## src/rtl/eps_pkg.sv

```systemverilog
// Constants, register map and carrier types of the external pin interrupt block
package eps_pkg;
	// ----------------------------------------------------------------
	// Sizes
	// ----------------------------------------------------------------
	localparam int NUM_PINS = 12;
	localparam int REG_W = 16;
	localparam int DATA_W = 32;
	localparam int ADDR_W = 5;
	localparam int BE_W = 4;
	localparam int SENSE_W = 2 * NUM_PINS;
	localparam int SENSE_HI_W = 8;
	localparam int BYTE_W = 8;
	localparam int SENSE_FIELD_W = 2;

	// ----------------------------------------------------------------
	// Register byte addresses
	// ----------------------------------------------------------------
	localparam logic [ADDR_W-1:0] OFS_PIN_ENABLE = 5'h00;
	localparam logic [ADDR_W-1:0] OFS_SENSE_HIGH = 5'h04;
	localparam logic [ADDR_W-1:0] OFS_SENSE_LOW = 5'h08;
	localparam logic [ADDR_W-1:0] OFS_REQ_STATUS = 5'h0C;

	// ----------------------------------------------------------------
	// Field masks and reset values
	// ----------------------------------------------------------------
	localparam logic [REG_W-1:0] ENABLE_MASK = 16'h0FFF;
	localparam logic [REG_W-1:0] SENSE_HIGH_MASK = 16'h00FF;
	localparam logic [REG_W-1:0] SENSE_LOW_MASK = 16'hFFFF;
	localparam logic [REG_W-1:0] STATUS_MASK = 16'h0FFF;
	localparam logic [REG_W-1:0] REG_RESET = 16'h0000;
	localparam logic [DATA_W-1:0] READ_ZERO = 32'h00000000;
	localparam logic PIN_IDLE = 1'h1;

	// Sense field bit positions inside one pin's two-bit field
	localparam int SENSE_FALL_BIT = 0;
	localparam int SENSE_RISE_BIT = 1;

	// Sense selections
	typedef enum logic [1:0] {
		SENSE_LOW_LEVEL = 2'h0,
		SENSE_FALLING = 2'h1,
		SENSE_RISING = 2'h2,
		SENSE_BOTH = 2'h3
	} eps_sense_e;

	// ----------------------------------------------------------------
	// Avalon-MM request carrier
	// ----------------------------------------------------------------
	typedef struct packed {
		logic read;
		logic write;
		logic [ADDR_W-1:0] address;
		logic [DATA_W-1:0] writedata;
		logic [BE_W-1:0] byteenable;
	} eps_av_req_s;
endpackage

```

## src/rtl/eps_ext_irq.sv

```systemverilog
// External request pin enable, sense selection and request flags
// Contract
// - Per-pin enable bits 11..0, reset zero
// - Reserved upper bits read back as zero
// - Two-bit sense field per pin, rise above fall
// - Sense 00 requests while pin is low
// - Sense 01 requests on falling edge
// - Sense 10 requests on rising edge
// - Sense 11 requests on both edges
// - Sense rewrite may set flag, raising interrupt
// - Per-pin request flags set regardless of enable; enable bits gate only IRQ
`timescale 1ns/1ns
module eps_ext_irq #(
	parameter int NUM_PINS = eps_pkg::NUM_PINS
) (
	input wire logic CLK,
	input wire logic RESET,
	input wire eps_pkg::eps_av_req_s AVS_REQ,
	output logic [eps_pkg::DATA_W-1:0] AVS_READDATA,
	output logic AVS_WAITREQUEST,
	input wire logic [NUM_PINS-1:0] EXT_REQUEST_PIN_N,
	output logic IRQ
);
	import eps_pkg::*;

	// ----------------------------------------------------------------
	// Helpers
	// ----------------------------------------------------------------
	// Byte lane merge of a 16-bit register, bits outside the mask stay zero
	function automatic logic [REG_W-1:0] merge16(
		input logic [REG_W-1:0] old_val,
		input logic [DATA_W-1:0] wdata,
		input logic [BE_W-1:0] be,
		input logic [REG_W-1:0] mask
	);
		logic [REG_W-1:0] res;
		res = old_val;
		for (int i = 0; i < REG_W / BYTE_W; i++)
		begin
			if (be[i])
				res[i*BYTE_W +: BYTE_W] = wdata[i*BYTE_W +: BYTE_W];
		end
		return res & mask;
	endfunction

	// Extends a 16-bit register to the bus width
	function automatic logic [DATA_W-1:0] widen(input logic [REG_W-1:0] v);
		return {{(DATA_W-REG_W){1'h0}}, v};
	endfunction

	// Picks one pin's two-bit sense field out of the combined sense word
	function automatic logic [SENSE_FIELD_W-1:0] field_of(
		input logic [SENSE_W-1:0] sense,
		input int pin
	);
		return sense[pin*SENSE_FIELD_W +: SENSE_FIELD_W];
	endfunction

	// Register selected by the bus address
	typedef enum logic [2:0] {
		SEL_NONE,
		SEL_ENABLE,
		SEL_SENSE_HIGH,
		SEL_SENSE_LOW,
		SEL_STATUS
	} eps_sel_e;

	// Shared by the read and the write path, so the two can never
	// disagree about which offsets are mapped
	function automatic eps_sel_e reg_decode(input logic [ADDR_W-1:0] addr);
		eps_sel_e sel;
		if (addr == OFS_PIN_ENABLE)
			sel = SEL_ENABLE;
		else if (addr == OFS_SENSE_HIGH)
			sel = SEL_SENSE_HIGH;
		else if (addr == OFS_SENSE_LOW)
			sel = SEL_SENSE_LOW;
		else if (addr == OFS_REQ_STATUS)
			sel = SEL_STATUS;
		else
			sel = SEL_NONE;
		return sel;
	endfunction

	// ----------------------------------------------------------------
	// Declarations
	// ----------------------------------------------------------------
	logic [REG_W-1:0] enable_q;
	logic [REG_W-1:0] enable_d;
	logic [REG_W-1:0] sense_hi_q;
	logic [REG_W-1:0] sense_hi_d;
	logic [REG_W-1:0] sense_lo_q;
	logic [REG_W-1:0] sense_lo_d;
	logic [REG_W-1:0] status_q;
	logic [REG_W-1:0] status_d;
	logic [REG_W-1:0] status_clr;
	logic [DATA_W-1:0] readdata_q;
	logic [DATA_W-1:0] read_mux;
	logic waitreq_q;
	logic irq_q;
	logic wr_acc;
	logic rd_load;
	logic [SENSE_W-1:0] sense_now;
	logic [SENSE_W-1:0] sense_next;
	logic [NUM_PINS-1:0] sense_changed;
	logic [NUM_PINS-1:0] pin_hit;
	logic [NUM_PINS-1:0] sync1_q;
	logic [NUM_PINS-1:0] sync2_q;
	logic [NUM_PINS-1:0] sync3_q;
	logic [NUM_PINS-1:0] stable_q;
	logic [REG_W-1:0] hit_ext;
	logic [REG_W-1:0] changed_ext;
	eps_sel_e reg_sel;

	// ----------------------------------------------------------------
	// Avalon-MM handshake
	// ----------------------------------------------------------------
	// Every access sees one wait cycle; the write lands at the edge
	// where the master samples waitrequest low.
	assign wr_acc = AVS_REQ.write && !waitreq_q;
	assign rd_load = AVS_REQ.read && waitreq_q;
	assign reg_sel = reg_decode(AVS_REQ.address);

	always_ff @(posedge CLK)
	begin
		if (RESET)
			waitreq_q <= 1'h1;
		else if ((AVS_REQ.read || AVS_REQ.write) && waitreq_q)
			waitreq_q <= 1'h0;
		else
			waitreq_q <= 1'h1;
	end

	always_comb
	begin
		read_mux = READ_ZERO;
		if (reg_sel == SEL_ENABLE)
			read_mux = widen(enable_q & ENABLE_MASK);
		else if (reg_sel == SEL_SENSE_HIGH)
			read_mux = widen(sense_hi_q & SENSE_HIGH_MASK);
		else if (reg_sel == SEL_SENSE_LOW)
			read_mux = widen(sense_lo_q & SENSE_LOW_MASK);
		else if (reg_sel == SEL_STATUS)
			read_mux = widen(status_q & STATUS_MASK);
		else
			read_mux = READ_ZERO;
	end

	always_ff @(posedge CLK)
	begin
		if (RESET)
			readdata_q <= READ_ZERO;
		else if (rd_load)
			readdata_q <= read_mux;
	end

	// ----------------------------------------------------------------
	// Control registers
	// ----------------------------------------------------------------
	always_comb
	begin
		enable_d = enable_q;
		sense_hi_d = sense_hi_q;
		sense_lo_d = sense_lo_q;
		status_clr = REG_RESET;
		if (wr_acc)
		begin
			if (reg_sel == SEL_ENABLE)
				enable_d = merge16(enable_q, AVS_REQ.writedata, AVS_REQ.byteenable,
					ENABLE_MASK);
			else if (reg_sel == SEL_SENSE_HIGH)
				sense_hi_d = merge16(sense_hi_q, AVS_REQ.writedata, AVS_REQ.byteenable,
					SENSE_HIGH_MASK);
			else if (reg_sel == SEL_SENSE_LOW)
				sense_lo_d = merge16(sense_lo_q, AVS_REQ.writedata, AVS_REQ.byteenable,
					SENSE_LOW_MASK);
			else if (reg_sel == SEL_STATUS)
				status_clr = merge16(REG_RESET, AVS_REQ.writedata, AVS_REQ.byteenable,
					STATUS_MASK);
		end
	end

	always_ff @(posedge CLK)
	begin
		if (RESET)
			enable_q <= REG_RESET;
		else
			enable_q <= enable_d;
	end

	always_ff @(posedge CLK)
	begin
		if (RESET)
		begin
			sense_hi_q <= REG_RESET;
			sense_lo_q <= REG_RESET;
		end
		else
		begin
			sense_hi_q <= sense_hi_d;
			sense_lo_q <= sense_lo_d;
		end
	end

	// Pins 11..8 in the high register, 7..0 in the low register
	assign sense_now = {sense_hi_q[SENSE_HI_W-1:0], sense_lo_q};
	assign sense_next = {sense_hi_d[SENSE_HI_W-1:0], sense_lo_d};

	// ----------------------------------------------------------------
	// Pin synchronisers and sense detection
	// ----------------------------------------------------------------
	// A change counts only once stages two and three agree, so a
	// single-cycle glitch past the first stage is filtered out.
	always_ff @(posedge CLK)
	begin
		if (RESET)
		begin
			sync1_q <= {NUM_PINS{PIN_IDLE}};
			sync2_q <= {NUM_PINS{PIN_IDLE}};
			sync3_q <= {NUM_PINS{PIN_IDLE}};
		end
		else
		begin
			sync1_q <= EXT_REQUEST_PIN_N;
			sync2_q <= sync1_q;
			sync3_q <= sync2_q;
		end
	end

	genvar gi;
	generate
		for (gi = 0; gi < NUM_PINS; gi++)
		begin : g_pin
			logic stable_d;
			logic fell;
			logic rose;
			eps_sense_e mode;

			assign stable_d = (sync2_q[gi] == sync3_q[gi]) ? sync3_q[gi]
				: stable_q[gi];
			assign fell = stable_q[gi] && !stable_d;
			assign rose = !stable_q[gi] && stable_d;
			assign mode = eps_sense_e'(field_of(sense_now, gi));

			always_ff @(posedge CLK)
			begin
				if (RESET)
					stable_q[gi] <= PIN_IDLE;
				else
					stable_q[gi] <= stable_d;
			end

			always_comb
			begin
				case (mode)
					SENSE_LOW_LEVEL: pin_hit[gi] = !stable_q[gi];
					SENSE_FALLING: pin_hit[gi] = fell;
					SENSE_RISING: pin_hit[gi] = rose;
					SENSE_BOTH: pin_hit[gi] = fell || rose;
					default: pin_hit[gi] = 1'h0;
				endcase
			end

			// Any rewrite that alters this pin's field sets its flag
			assign sense_changed[gi] = field_of(sense_next, gi)
				!= field_of(sense_now, gi);
		end
	endgenerate

	// ----------------------------------------------------------------
	// Request flags and interrupt output
	// ----------------------------------------------------------------
	assign hit_ext = {{(REG_W-NUM_PINS){1'h0}}, pin_hit};
	assign changed_ext = {{(REG_W-NUM_PINS){1'h0}}, sense_changed};

	// Set wins over a write-one clear in the same cycle, so an event is
	// never lost; a held low level therefore re-sets its flag at once.
	assign status_d = ((status_q & ~status_clr) | hit_ext | changed_ext)
		& STATUS_MASK;

	always_ff @(posedge CLK)
	begin
		if (RESET)
			status_q <= REG_RESET;
		else
			status_q <= status_d;
	end

	// Enable bits act as the interrupt mask; the sense-rewrite flag
	// raises the line too if the pin is enabled, which is why software
	// disables the pin first and clears the flag before re-enabling.
	always_ff @(posedge CLK)
	begin
		if (RESET)
			irq_q <= 1'h0;
		else
			irq_q <= |(status_q & enable_q);
	end

	assign AVS_READDATA = readdata_q;
	assign AVS_WAITREQUEST = waitreq_q;
	assign IRQ = irq_q;
endmodule

```

## config.mk

```make
export PLATFORM = sky130hd
export DESIGN_NAME = eps_ext_irq
export DESIGN_NICKNAME = d
export VERILOG_FILES = /design/src/rtl/eps_pkg.sv /design/src/rtl/eps_ext_irq.sv
export SDC_FILE = /design/constraint.sdc
export NUM_CORES = 1
export LEC_CHECK = 0
export ABC_AREA = 0
export BUFFER_PORTS_ARGS = -buffer_cell sky130_fd_sc_hd__buf_2
export CAP_MARGIN = 0
export CORE_ASPECT_RATIO = 0.75
export CORE_MARGIN = 2
export CORE_UTILIZATION = 45
export DETAILED_ROUTE_END_ITERATION = 16
export PLACE_DENSITY = 0.79
export SLEW_MARGIN = 20
export SYNTH_ARGS = -nofsm -noshare
export SYNTH_HDL_FRONTEND = slang
export SYNTH_SLANG_ARGS = --single-unit
export TNS_END_PERCENT = 30
```

## constraint.sdc

```tcl
create_clock -name CLK -period 1.8 [get_ports CLK]
set_input_delay 0.45 -clock CLK [delete_from_list [all_inputs] [get_ports CLK]]
set_output_delay 0.45 -clock CLK [all_outputs]
set_load 0.005 [all_outputs]
```

### Word level (Yosys, flattened, before mapping)

Cells that the tools add are included.

| storage, ports and cells | value |
|---|---|
| bits in registers | 130 |
| output and inout bits | 34 |

| cells by class | value |
|---|---|
| bitwise gates (word level) | 5 |
| multiplexer cells | 50 |
| equality and inequality tests | 67 |
| reduce and logical (&&, ||, !) cells | 81 |

Operators by type and width:

| operator | number |
|---|---|
| 2-to-1 mux 16 bit | 7 |
| 2-to-1 mux 12 bit | 6 |
| 2-to-1 mux 8 bit | 7 |
| == test 2 bit (second input constant) | 24 |
| case mux 1 bit (4 select lines) | 12 |
| logical AND 1 bit | 27 |
| logical NOT 1 bit | 25 |
| AND 12 bit | 2 |
| == test 2 x 1 -> 1 bit (second input constant) | 12 |
| logical NOT 2 bit | 12 |
| != test 2 bit | 12 |
| bitwise OR 12 bit | 2 |
| OR reduction 16 bit | 1 |
| logical OR 1 bit | 13 |
| 2-to-1 mux 1 bit | 13 |
| == test 1 bit | 12 |
| 2-to-1 mux 3 bit | 4 |
| NOT 12 bit | 1 |
| == test 5 x 4 -> 1 bit (second input constant) | 2 |
| == test 3 x 2 -> 1 bit (second input constant) | 2 |
| AND reduction 3 bit | 2 |
| == test 5 x 3 -> 1 bit (second input constant) | 1 |
| logical NOT 5 bit | 1 |
| 2-to-1 mux 4 bit | 1 |
| 2 further kinds | 2 |

### Depth between registers and ports, before layout

Gate-level depths: netlist of the first run.

| logic depth | value |
|---|---|
| depth after elaboration | 15 |
| mapped depth | 8 |
| depth with buffers taken out | 8 |

### Worst setup path after synthesis of the first run

OpenSTA, ideal clock, no wires.

| path | value |
|---|---|
| path type | reg2reg |
| from | register stable_q[1] |
| to | register status_q[1] |
| required time | 1.668 ns |
| buffers on the path | 0 |
| stages on the path, launching flop included | 7 |
| arrival | 1.699 ns |
| path slack | -0.032 ns |
| path through | dfxtp_1 > maj3_1 > ha_1 > inv_1 > mux4_2 > a221oi_1 > a21oi_1 |

| on the way | value |
|---|---|
| cells in the longest elaborated chain, start to end | 7 |
| elaborated cells on any way between the ends | 9 |

Ends and longest elaborated chain:

| item | line | source |
|---|---|---|
| start, declared | eps_ext_irq.sv:110 | `logic [NUM_PINS-1:0] stable_q;` |
| start signal, assigned by index | eps_ext_irq.sv:250 | `stable_q[gi] <= stable_d;` |
| 2-to-1 mux 1 bit (*) | eps_ext_irq.sv:239 | `assign stable_d = (sync2_q[gi] == sync3_q[gi]) ? sync3_q[gi]` |
| named net g_pin[1].stable_d | eps_ext_irq.sv:234 | `logic stable_d;` |
| logical NOT 1 bit | eps_ext_irq.sv:241 | `assign fell = stable_q[gi] && !stable_d;` |
| logical AND 1 bit | eps_ext_irq.sv:241 |  |
| logical OR 1 bit | eps_ext_irq.sv:259 | `SENSE_BOTH: pin_hit[gi] = fell \|\| rose;` |
| case mux 1 bit (4 select lines) (*) | eps_ext_irq.sv:255 | `case (mode)` |
| bitwise OR 12 bit (*) (2 in a row) | eps_ext_irq.sv:278 | `assign status_d = ((status_q & ~status_clr) \| hit_ext \| changed_ext)` |
| end signal, assigned | eps_ext_irq.sv:286 | `status_q <= status_d;` |
| end, declared | eps_ext_irq.sv:94 | `logic [REG_W-1:0] status_q;` |

The timed path passes the listed nets; every way through them passes the cells marked *.
A chain may end at the register's enable or synchronous reset.

### Worst setup path after layout of the first run

| path | value |
|---|---|
| from | register sync2_q[1] |
| to | register status_q[1] |

| on the way | value |
|---|---|
| cells in the longest elaborated chain, start to end | 8 |
| elaborated cells on any way between the ends | 9 |

Ends and longest elaborated chain:

| item | line | source |
|---|---|---|
| start, declared | eps_ext_irq.sv:108 | `logic [NUM_PINS-1:0] sync2_q;` |
| start signal, assigned | eps_ext_irq.sv:219 | `sync2_q <= {NUM_PINS{PIN_IDLE}};` |
| start signal, assigned | eps_ext_irq.sv:225 | `sync2_q <= sync1_q;` |
| == test 1 bit (*) | eps_ext_irq.sv:239 |  |
| 2-to-1 mux 1 bit (*) | eps_ext_irq.sv:239 |  |
| named net g_pin[1].stable_d | eps_ext_irq.sv:234 |  |
| logical NOT 1 bit | eps_ext_irq.sv:241 |  |
| logical AND 1 bit | eps_ext_irq.sv:241 |  |
| logical OR 1 bit | eps_ext_irq.sv:259 |  |
| case mux 1 bit (4 select lines) (*) | eps_ext_irq.sv:255 |  |
| bitwise OR 12 bit (*) (2 in a row) | eps_ext_irq.sv:278 |  |

Marks and branches as above.

==> flow_metrics.py, run 1 <==
metrics = {
    "timing": {
        "finalHoldViolations": 0,
        "grt_setup_unrepaired": "yes",
        "clock_skew_ps": 6.24,
        "finalSetupViolations": 0,
        "tightest_slew_ps": 624,
        "min_period_over_period": 0.996,
        "fmax_ghz": 0.558,
        "slew_headroom": 0.583,
        "slew_viol_final": 0,
        "finalCriticalPeriod_ps": 1790,
    },
    "final_layout": {
        "post-route-cell-area_um2": 6530,
        "stdcell_count": 825,
        "areaGrowthSynthToFinish_pct": 19.3,
        "diodes": 0,
        "final_nets": 732,
        "drive_gt1_frac": 0.255,
    },
    "yosys": {
        "synth-async-reset-ratio": 0,
        "ys_ff_latch": 114,
        "synth_edf_count": 0,
        "synth_cell_type_count": 50,
        "syn-cell-area_um2": 5480,
        "postSynthCellCount": 597,
        "ys.flop_type": "dfxtp_1",
        "yosysWarnings": 0,
        "seq_area_frac_synth": 0.417,
        "syn_avg_cell_area_um2": 9.17,
    },
    "clock_network": {
        "htreeDepth": 4,
        "clock_latency_ps": 410,
        "cts.path.max_buffers": 2,
        "cts_made_buffers": 17,
        "cts.clk_slew.worst_paths_ps": 50,
        "hold_buffers": 0,
        "cts_tree": "done",
        "clkSinkCount": 114,
        "cts_root_buf": "clkbuf_16",
    },
    "grt": {
        "grt_usage": 0.201,
        "antenna_found_initial": 0,
        "use_met3": 0.0556,
        "grt_pass1_wl_um": 20800,
        "grt_max_degree": 62,
        "grtUsageMet2": 0.319,
        "grt.busiest_layer": "met2",
        "grt-ovfl-total": 0,
        "met1_usage": 0.263,
        "grt_pass1_vias": 4277,
    },
    "setup_path": {
        "crit_fanout": 2,
        "crit_buf_inv": 1,
        "reg2reg_slack_ps": 7,
        "arrival_ps": 2080,
        "reg2reg_to": "status_q[1]",
        "crit_chain": "maj3_2, ha_4, inv_1, mux4_2, a221oi_2, a21oi_1",
        "critPathCaptureType": "flop",
        "slowest_delay_ps": 470,
        "crit_required_ps": 2090,
        "reg2reg_from": "sync2_q[1]",
        "cpLargestDelayFamily": "adder cells",
        "crit_path_start_kind": "flop",
        "crit_slowest_cell": "mux4_2",
        "timing_worst_setup_path_type": "flop to flop",
        "ff2ff_path_depth": 6,
    },
    "worst_hold_path": {
        "min_path_type": "input port to flop",
        "hold_end": "sync1_q[2]",
        "whs_path_depth": 2,
        "min_from": "EXT_REQUEST_PIN_N[2]",
    },
    "detailed_routing": {
        "wl_per_cell_um": 15.6,
        "viasPerCell": 5.40,
        "drt_iter0_drc": 294,
        "ant_nets": 0,
        "drt-total-wl_um": 12900,
        "vias": 4455,
        "firstDrtPassIters": 4,
        "drc": 0,
    },
    "floorplan": {
        "initial_core_util": 0.466,
        "ios": 91,
        "dieArea_um2": 13100,
        "rows": 34,
        "die_x_um": 131,
        "die_y_um": 99.5,
        "coreArea_um2": 11700,
    },
    "place": {
        "portBuffers": 56,
        "dp_hpwl_um": 8960,
        "place_area_um2": 5910,
        "place_inst": 793,
        "gp_congestion": 0.848,
    },
    "power_and_ir_drop": {
        "ir_drop_mv": 0.658,
        "cellPowerDensity_nw_per_um2": 913,
        "p_leak_nw": 2.85,
    },
    "run_status": {
        "outcome": "completed",
    },
    "job": {
        "max_cap_viol_count": 0,
    },
}
## Yosys cell counts (3+ instances only)
cell	n	area share
dfxtp_1	114	0.42
nor2_1	71	0.049
nand2_1	39	0.027
or2_2	37	0.042
a21oi_1	35	0.032
inv_1	35	0.024
mux2i_1	35	0.064
o21ai_0	31	0.028
clkbuf_1	25	0.017
ha_1	24	0.055
buf_4	17	0.023
nand3_1	13	0.012
a22oi_1	12	0.016
maj3_1	12	0.022
mux4_2	11	0.045
a31oi_1	9	0.010
xor2_1	7	0.011
buf_2	6	0.0055
a221oi_1	5	0.0080
buf_6	5	0.010
nand4_1	5	0.0057
a211oi_1	4	0.0055
a22o_1	3	0.0048
a311o_1	3	0.0055
nor3b_1	3	0.0041
o21bai_1	3	0.0041
xnor2_1	3	0.0048
## kinds of logic (layout without fill, tap and decap cells)
group                    Yosys count  count (layout)  share of synthesized area
adder cells (fa/ha/maj)           36              36                     0.0768
AND/OR/NAND/NOR                  187             187                      0.169
flip-flops                       114             114                      0.417
buffers and inverters             88             139                     0.0802
XOR/XNOR                          10              10                     0.0160
multiplexers                      46              46                      0.109
AO/OA/AOI/OAI                    115             115                      0.131
other                              1              16                   0.000685
## how the worst max path moves through the flow
stage | start | endpoint | slack, ps | depth (start not counted)
3_3_place_gp | AVS_REQ[40] | enable_q[11] | 20 | 6
3_5_place_dp | AVS_REQ[40] | enable_q[9] | -60 | 6
4_1_cts | stable_q[9] | status_q[9] | -20 | 6
6_report | sync2_q[1] | status_q[1] | 7 | 6
5_1_grt | sync2_q[10] | status_q[10] | -50 | 6
2_1_floorplan | stable_q[1] | status_q[1] | 60 | 6
## cells in the final DEF, fill, tap and decap left out, types with 16 or more instances in the layout
master / Yosys / layout
nor2_1: 71 / 71
clkbuf_16: 0 / 17
conb_1: 1 / 16
ha_1: 24 / 22
dfxtp_1: 114 / 113
a21oi_1: 35 / 34
o21ai_0: 31 / 28
nand2_1: 39 / 39
or2_2: 37 / 37
mux2i_1: 35 / 34
buf_2: 6 / 56
inv_1: 35 / 35
## cell type report
cell class                      count  area (µm²)
Multi-Input combinational cell    410        2890
Timing Repair Buffer               73         483
Inverter                           35         131
Fill cell                        1037        5210
Clock inverter                      6        55.1
Tap cell                          162         203
Clock buffer                       25         485
Sequential cell                   114        2280
## routing by layer
metal  part of all wire  wire (µm)
met5                  0          0
met4              0.016        208
met3              0.082       1060
met2               0.46       5890
met1               0.44       5730
## through the flow
stage	util	setup TNS, ps	power, mW	hold WS, ps	setup slack [ps]
finish	0.556	0	5.96	221	6.97
global placement	0.503	0	2.91	392	23.1
CTS	0.550	-17.1	5.99	216	-16.5
detailed placement	0.503	-236	2.92	394	-58.9
floorplan	-	0	2.83	389	56.9
global route	0.556	-127	6.16	214	-46.3
## timing repair
| action | 4_1_cts | 5_1_grt |
|---|---|---|
| hold endpoints to repair | 0 | 0 |
| endpoints found under the setup margin | 4 | 10 |
| buffers inserted | 0 | 1 |
| pin swaps | 1 | 7 |
| gates resized for setup | 4 | 16 |
## worst register-to-register path: stages (launching register included)
cell and delay, ps:
dfxtp_1 310, maj3_2 340, ha_4 270, inv_1 30
mux4_2 470, a221oi_2 170, a21oi_1 90
## power by group
group	total (mW)	leakage, nW	internal, mW	switching (mW)
Combinational	0.297	1.66	0.121	0.176
Sequential	2.59	0.926	2.57	0.0189
Clock	3.08	0.271	1.98	1.10
## state kept, by name (all words and copies together) (netlist names)
signal,cells
enable_q,12
sync3_q,12
AVS_READDATA,16
stable_q,12
IRQ,1
AVS_WAITREQUEST,1
sense_lo_q,16
sync1_q,12
sync2_q,12
sense_hi_q,8
status_q,12
No activity file was read; power rests on OpenSTA's default activity.
==> run 2, diff against run 1 <==
--- a/config.mk
+++ b/config.mk
@@ -11,6 +11,7 @@
 export CORE_ASPECT_RATIO = 0.75
 export CORE_MARGIN = 2
 export CORE_UTILIZATION = 45
+export CTS_BUF_LIST = sky130_fd_sc_hd__clkbuf_8
 export DETAILED_ROUTE_END_ITERATION = 16
 export PLACE_DENSITY = 0.79
 export SLEW_MARGIN = 20
==> run 2 against run 1 <==
Compared with the run above: sequential share of layout area increased by 1.1 points; global-route usage down 0.13 points; via count rose by 0.99%; critical path type unchanged.
==> flow_metrics.py, run 2 (same netlist as run 1, synthesis figures left out) <==
metrics = {
    "timing": {
        "tightest_slew_ps": 611,
        "finalHoldViolations": 0,
        "fmax_ghz": 0.560,
        "clock_skew_ps": 11.6,
        "finalCriticalPeriod_ps": 1790,
        "min_period_over_period": 0.993,
        "slew_headroom": 0.592,
        "finalSetupViolations": 0,
        "tns_ps": 0,
        "slew_viol_final": 0,
        "grt_setup_unrepaired": "yes",
    },
    "setup_path": {
        "crit_fanout": 2,
        "timing_worst_setup_path_type": "flop to flop",
        "reg2reg_slack_ps": 10,
        "critPathCaptureType": "flop",
        "crit_required_ps": 2120,
        "crit_chain": "maj3_2, ha_1, inv_1, mux4_2, a221oi_2, a21oi_1",
        "slowest_delay_ps": 470,
        "crit_slowest_cell": "mux4_2",
        "arrival_ps": 2110,
        "crit_path_start_kind": "flop",
    },
    "final_layout": {
        "utilization": 0.540,
        "stdcell_count": 824,
        "drive_gt1_frac": 0.254,
        "post-route-cell-area_um2": 6330,
        "diodes": 0,
        "areaGrowthSynthToFinish_pct": 15.7,
        "final_nets": 731,
        "layout_common_cells": "dfxtp_1, nor2_1, buf_2, inv_1, nand2_1",
        "final_common_cell": "dfxtp_1",
    },
    "floorplan": {
        "die_x_um": 131,
        "dieArea_um2": 13100,
        "rows": 34,
        "die_y_um": 99.5,
        "initial_core_util": 0.466,
        "ios": 91,
        "coreArea_um2": 11700,
    },
    "job": {
        "max_cap_viol_count": 0,
    },
    "power_and_ir_drop": {
        "cellPowerDensity_nw_per_um2": 792,
        "p_leak_nw": 2.78,
        "p_total_mw": 5.02,
        "ir_drop_mv": 0.428,
    },
    "detailed_routing": {
        "drt-total-wl_um": 12800,
        "drc": 0,
        "viasPerCell": 5.46,
        "ant_nets": 0,
        "firstDrtPassIters": 5,
        "drt_iter0_drc": 382,
        "wl_per_cell_um": 15.5,
        "vias": 4499,
    },
    "clock_network": {
        "cts_root_buf": "clkbuf_8",
        "hold_buffers": 0,
        "cts_made_buffers": 17,
        "postCtsSetupRepairBufs": 0,
        "clkSinkCount": 114,
        "htreeDepth": 4,
        "cts_tree": "done",
        "cts.clk_slew.worst_paths_ps": 60,
        "cts.path.max_buffers": 2,
        "clock_latency_ps": 440,
    },
    "grt": {
        "grt_pass1_wl_um": 20700,
        "grt_max_degree": 62,
        "antenna_found_initial": 0,
        "grt-ovfl-total": 0,
        "grt_pass1_vias": 4237,
        "grt_usage": 0.199,
    },
    "worst_hold_path": {
        "min_path_type": "input port to flop",
    },
    "run_status": {
        "outcome": "completed",
    },
    "place": {
        "dp_hpwl_um": 8960,
        "portBuffers": 56,
        "place_area_um2": 5910,
        "place_inst": 793,
        "gp_congestion": 0.848,
    },
}
-- run 2: cell count changes in the layout (fill, tap and decap cells not counted), moves of 5 or more --
| cell | before | now |
|---|---|---|
| clkbuf_1 | 5 | 0 |
| clkbuf_8 | 3 | 20 |
| clkbuf_16 | 17 | 0 |
| inv_1 | 35 | 40 |
-- run 2: path summary, 6_finish.rpt --
check,startpoint,endpoint,cells after the start
setup reg to reg,stable_q[1],status_q[1],6
setup / recovery,stable_q[1],status_q[1],6
hold reg to reg,sync1_q[8],sync2_q[8],1
hold / removal,EXT_REQUEST_PIN_N[8],sync1_q[8],2
-- run 2: per-layer routing --
| metal | share of wire | GRT usage | wire, µm |
|---|---|---|---|
| met1 | 0.44 | 0.265 | 5670 |
| met2 | 0.45 | 0.306 | 5680 |
| met3 | 0.090 | 0.0612 | 1140 |
| met4 | 0.020 | 0.0769 | 257 |
| met5 | 0 | 0 | 0 |
-- run 2: repair_timing --
item | CTS | global route
endpoints found under the hold margin | 0 | 0
pin swaps | 2 | 3
gates resized for setup | 2 | 18
endpoints found under the setup margin | 2 | 10
-- run 2: worst max-delay path: cells and delay by family, from the launching register on --
kind,cells,cell delay [ps]
flip-flops,1,310
buffers and inverters,1,40
AO/OA/AOI/OAI,2,260
multiplexers,1,470
adder cells (fa/ha/maj),2,600
-- run 2: area by class of cell --
type	count	area (µm²)
Clock inverter	11	73.8
Sequential cell	114	2280
Tap cell	162	203
Clock buffer	20	275
Fill cell	1082	5410
Inverter	35	131
Multi-Input combinational cell	410	2890
Timing Repair Buffer	72	475
-- run 2: where the power goes --
| group | leakage (nW) | switching, mW | total, mW | internal [mW] |
|---|---|---|---|---|
| clock | 0.204 | 0.988 | 2.14 | 1.15 |
| combinational | 1.65 | 0.175 | 0.297 | 0.122 |
| sequential | 0.925 | 0.0189 | 2.58 | 2.56 |
| total | 2.78 | 1.18 | 5.02 | 3.84 |
-- run 2: stage by stage --
step,setup WS [ps],hold WS [ps]
2_1_floorplan,56.9,389
6_report,13.3,195
3_5_place_dp,-58.9,394
4_1_cts,-3.11,185
5_1_grt,-55.3,175
3_3_place_gp,23.1,392
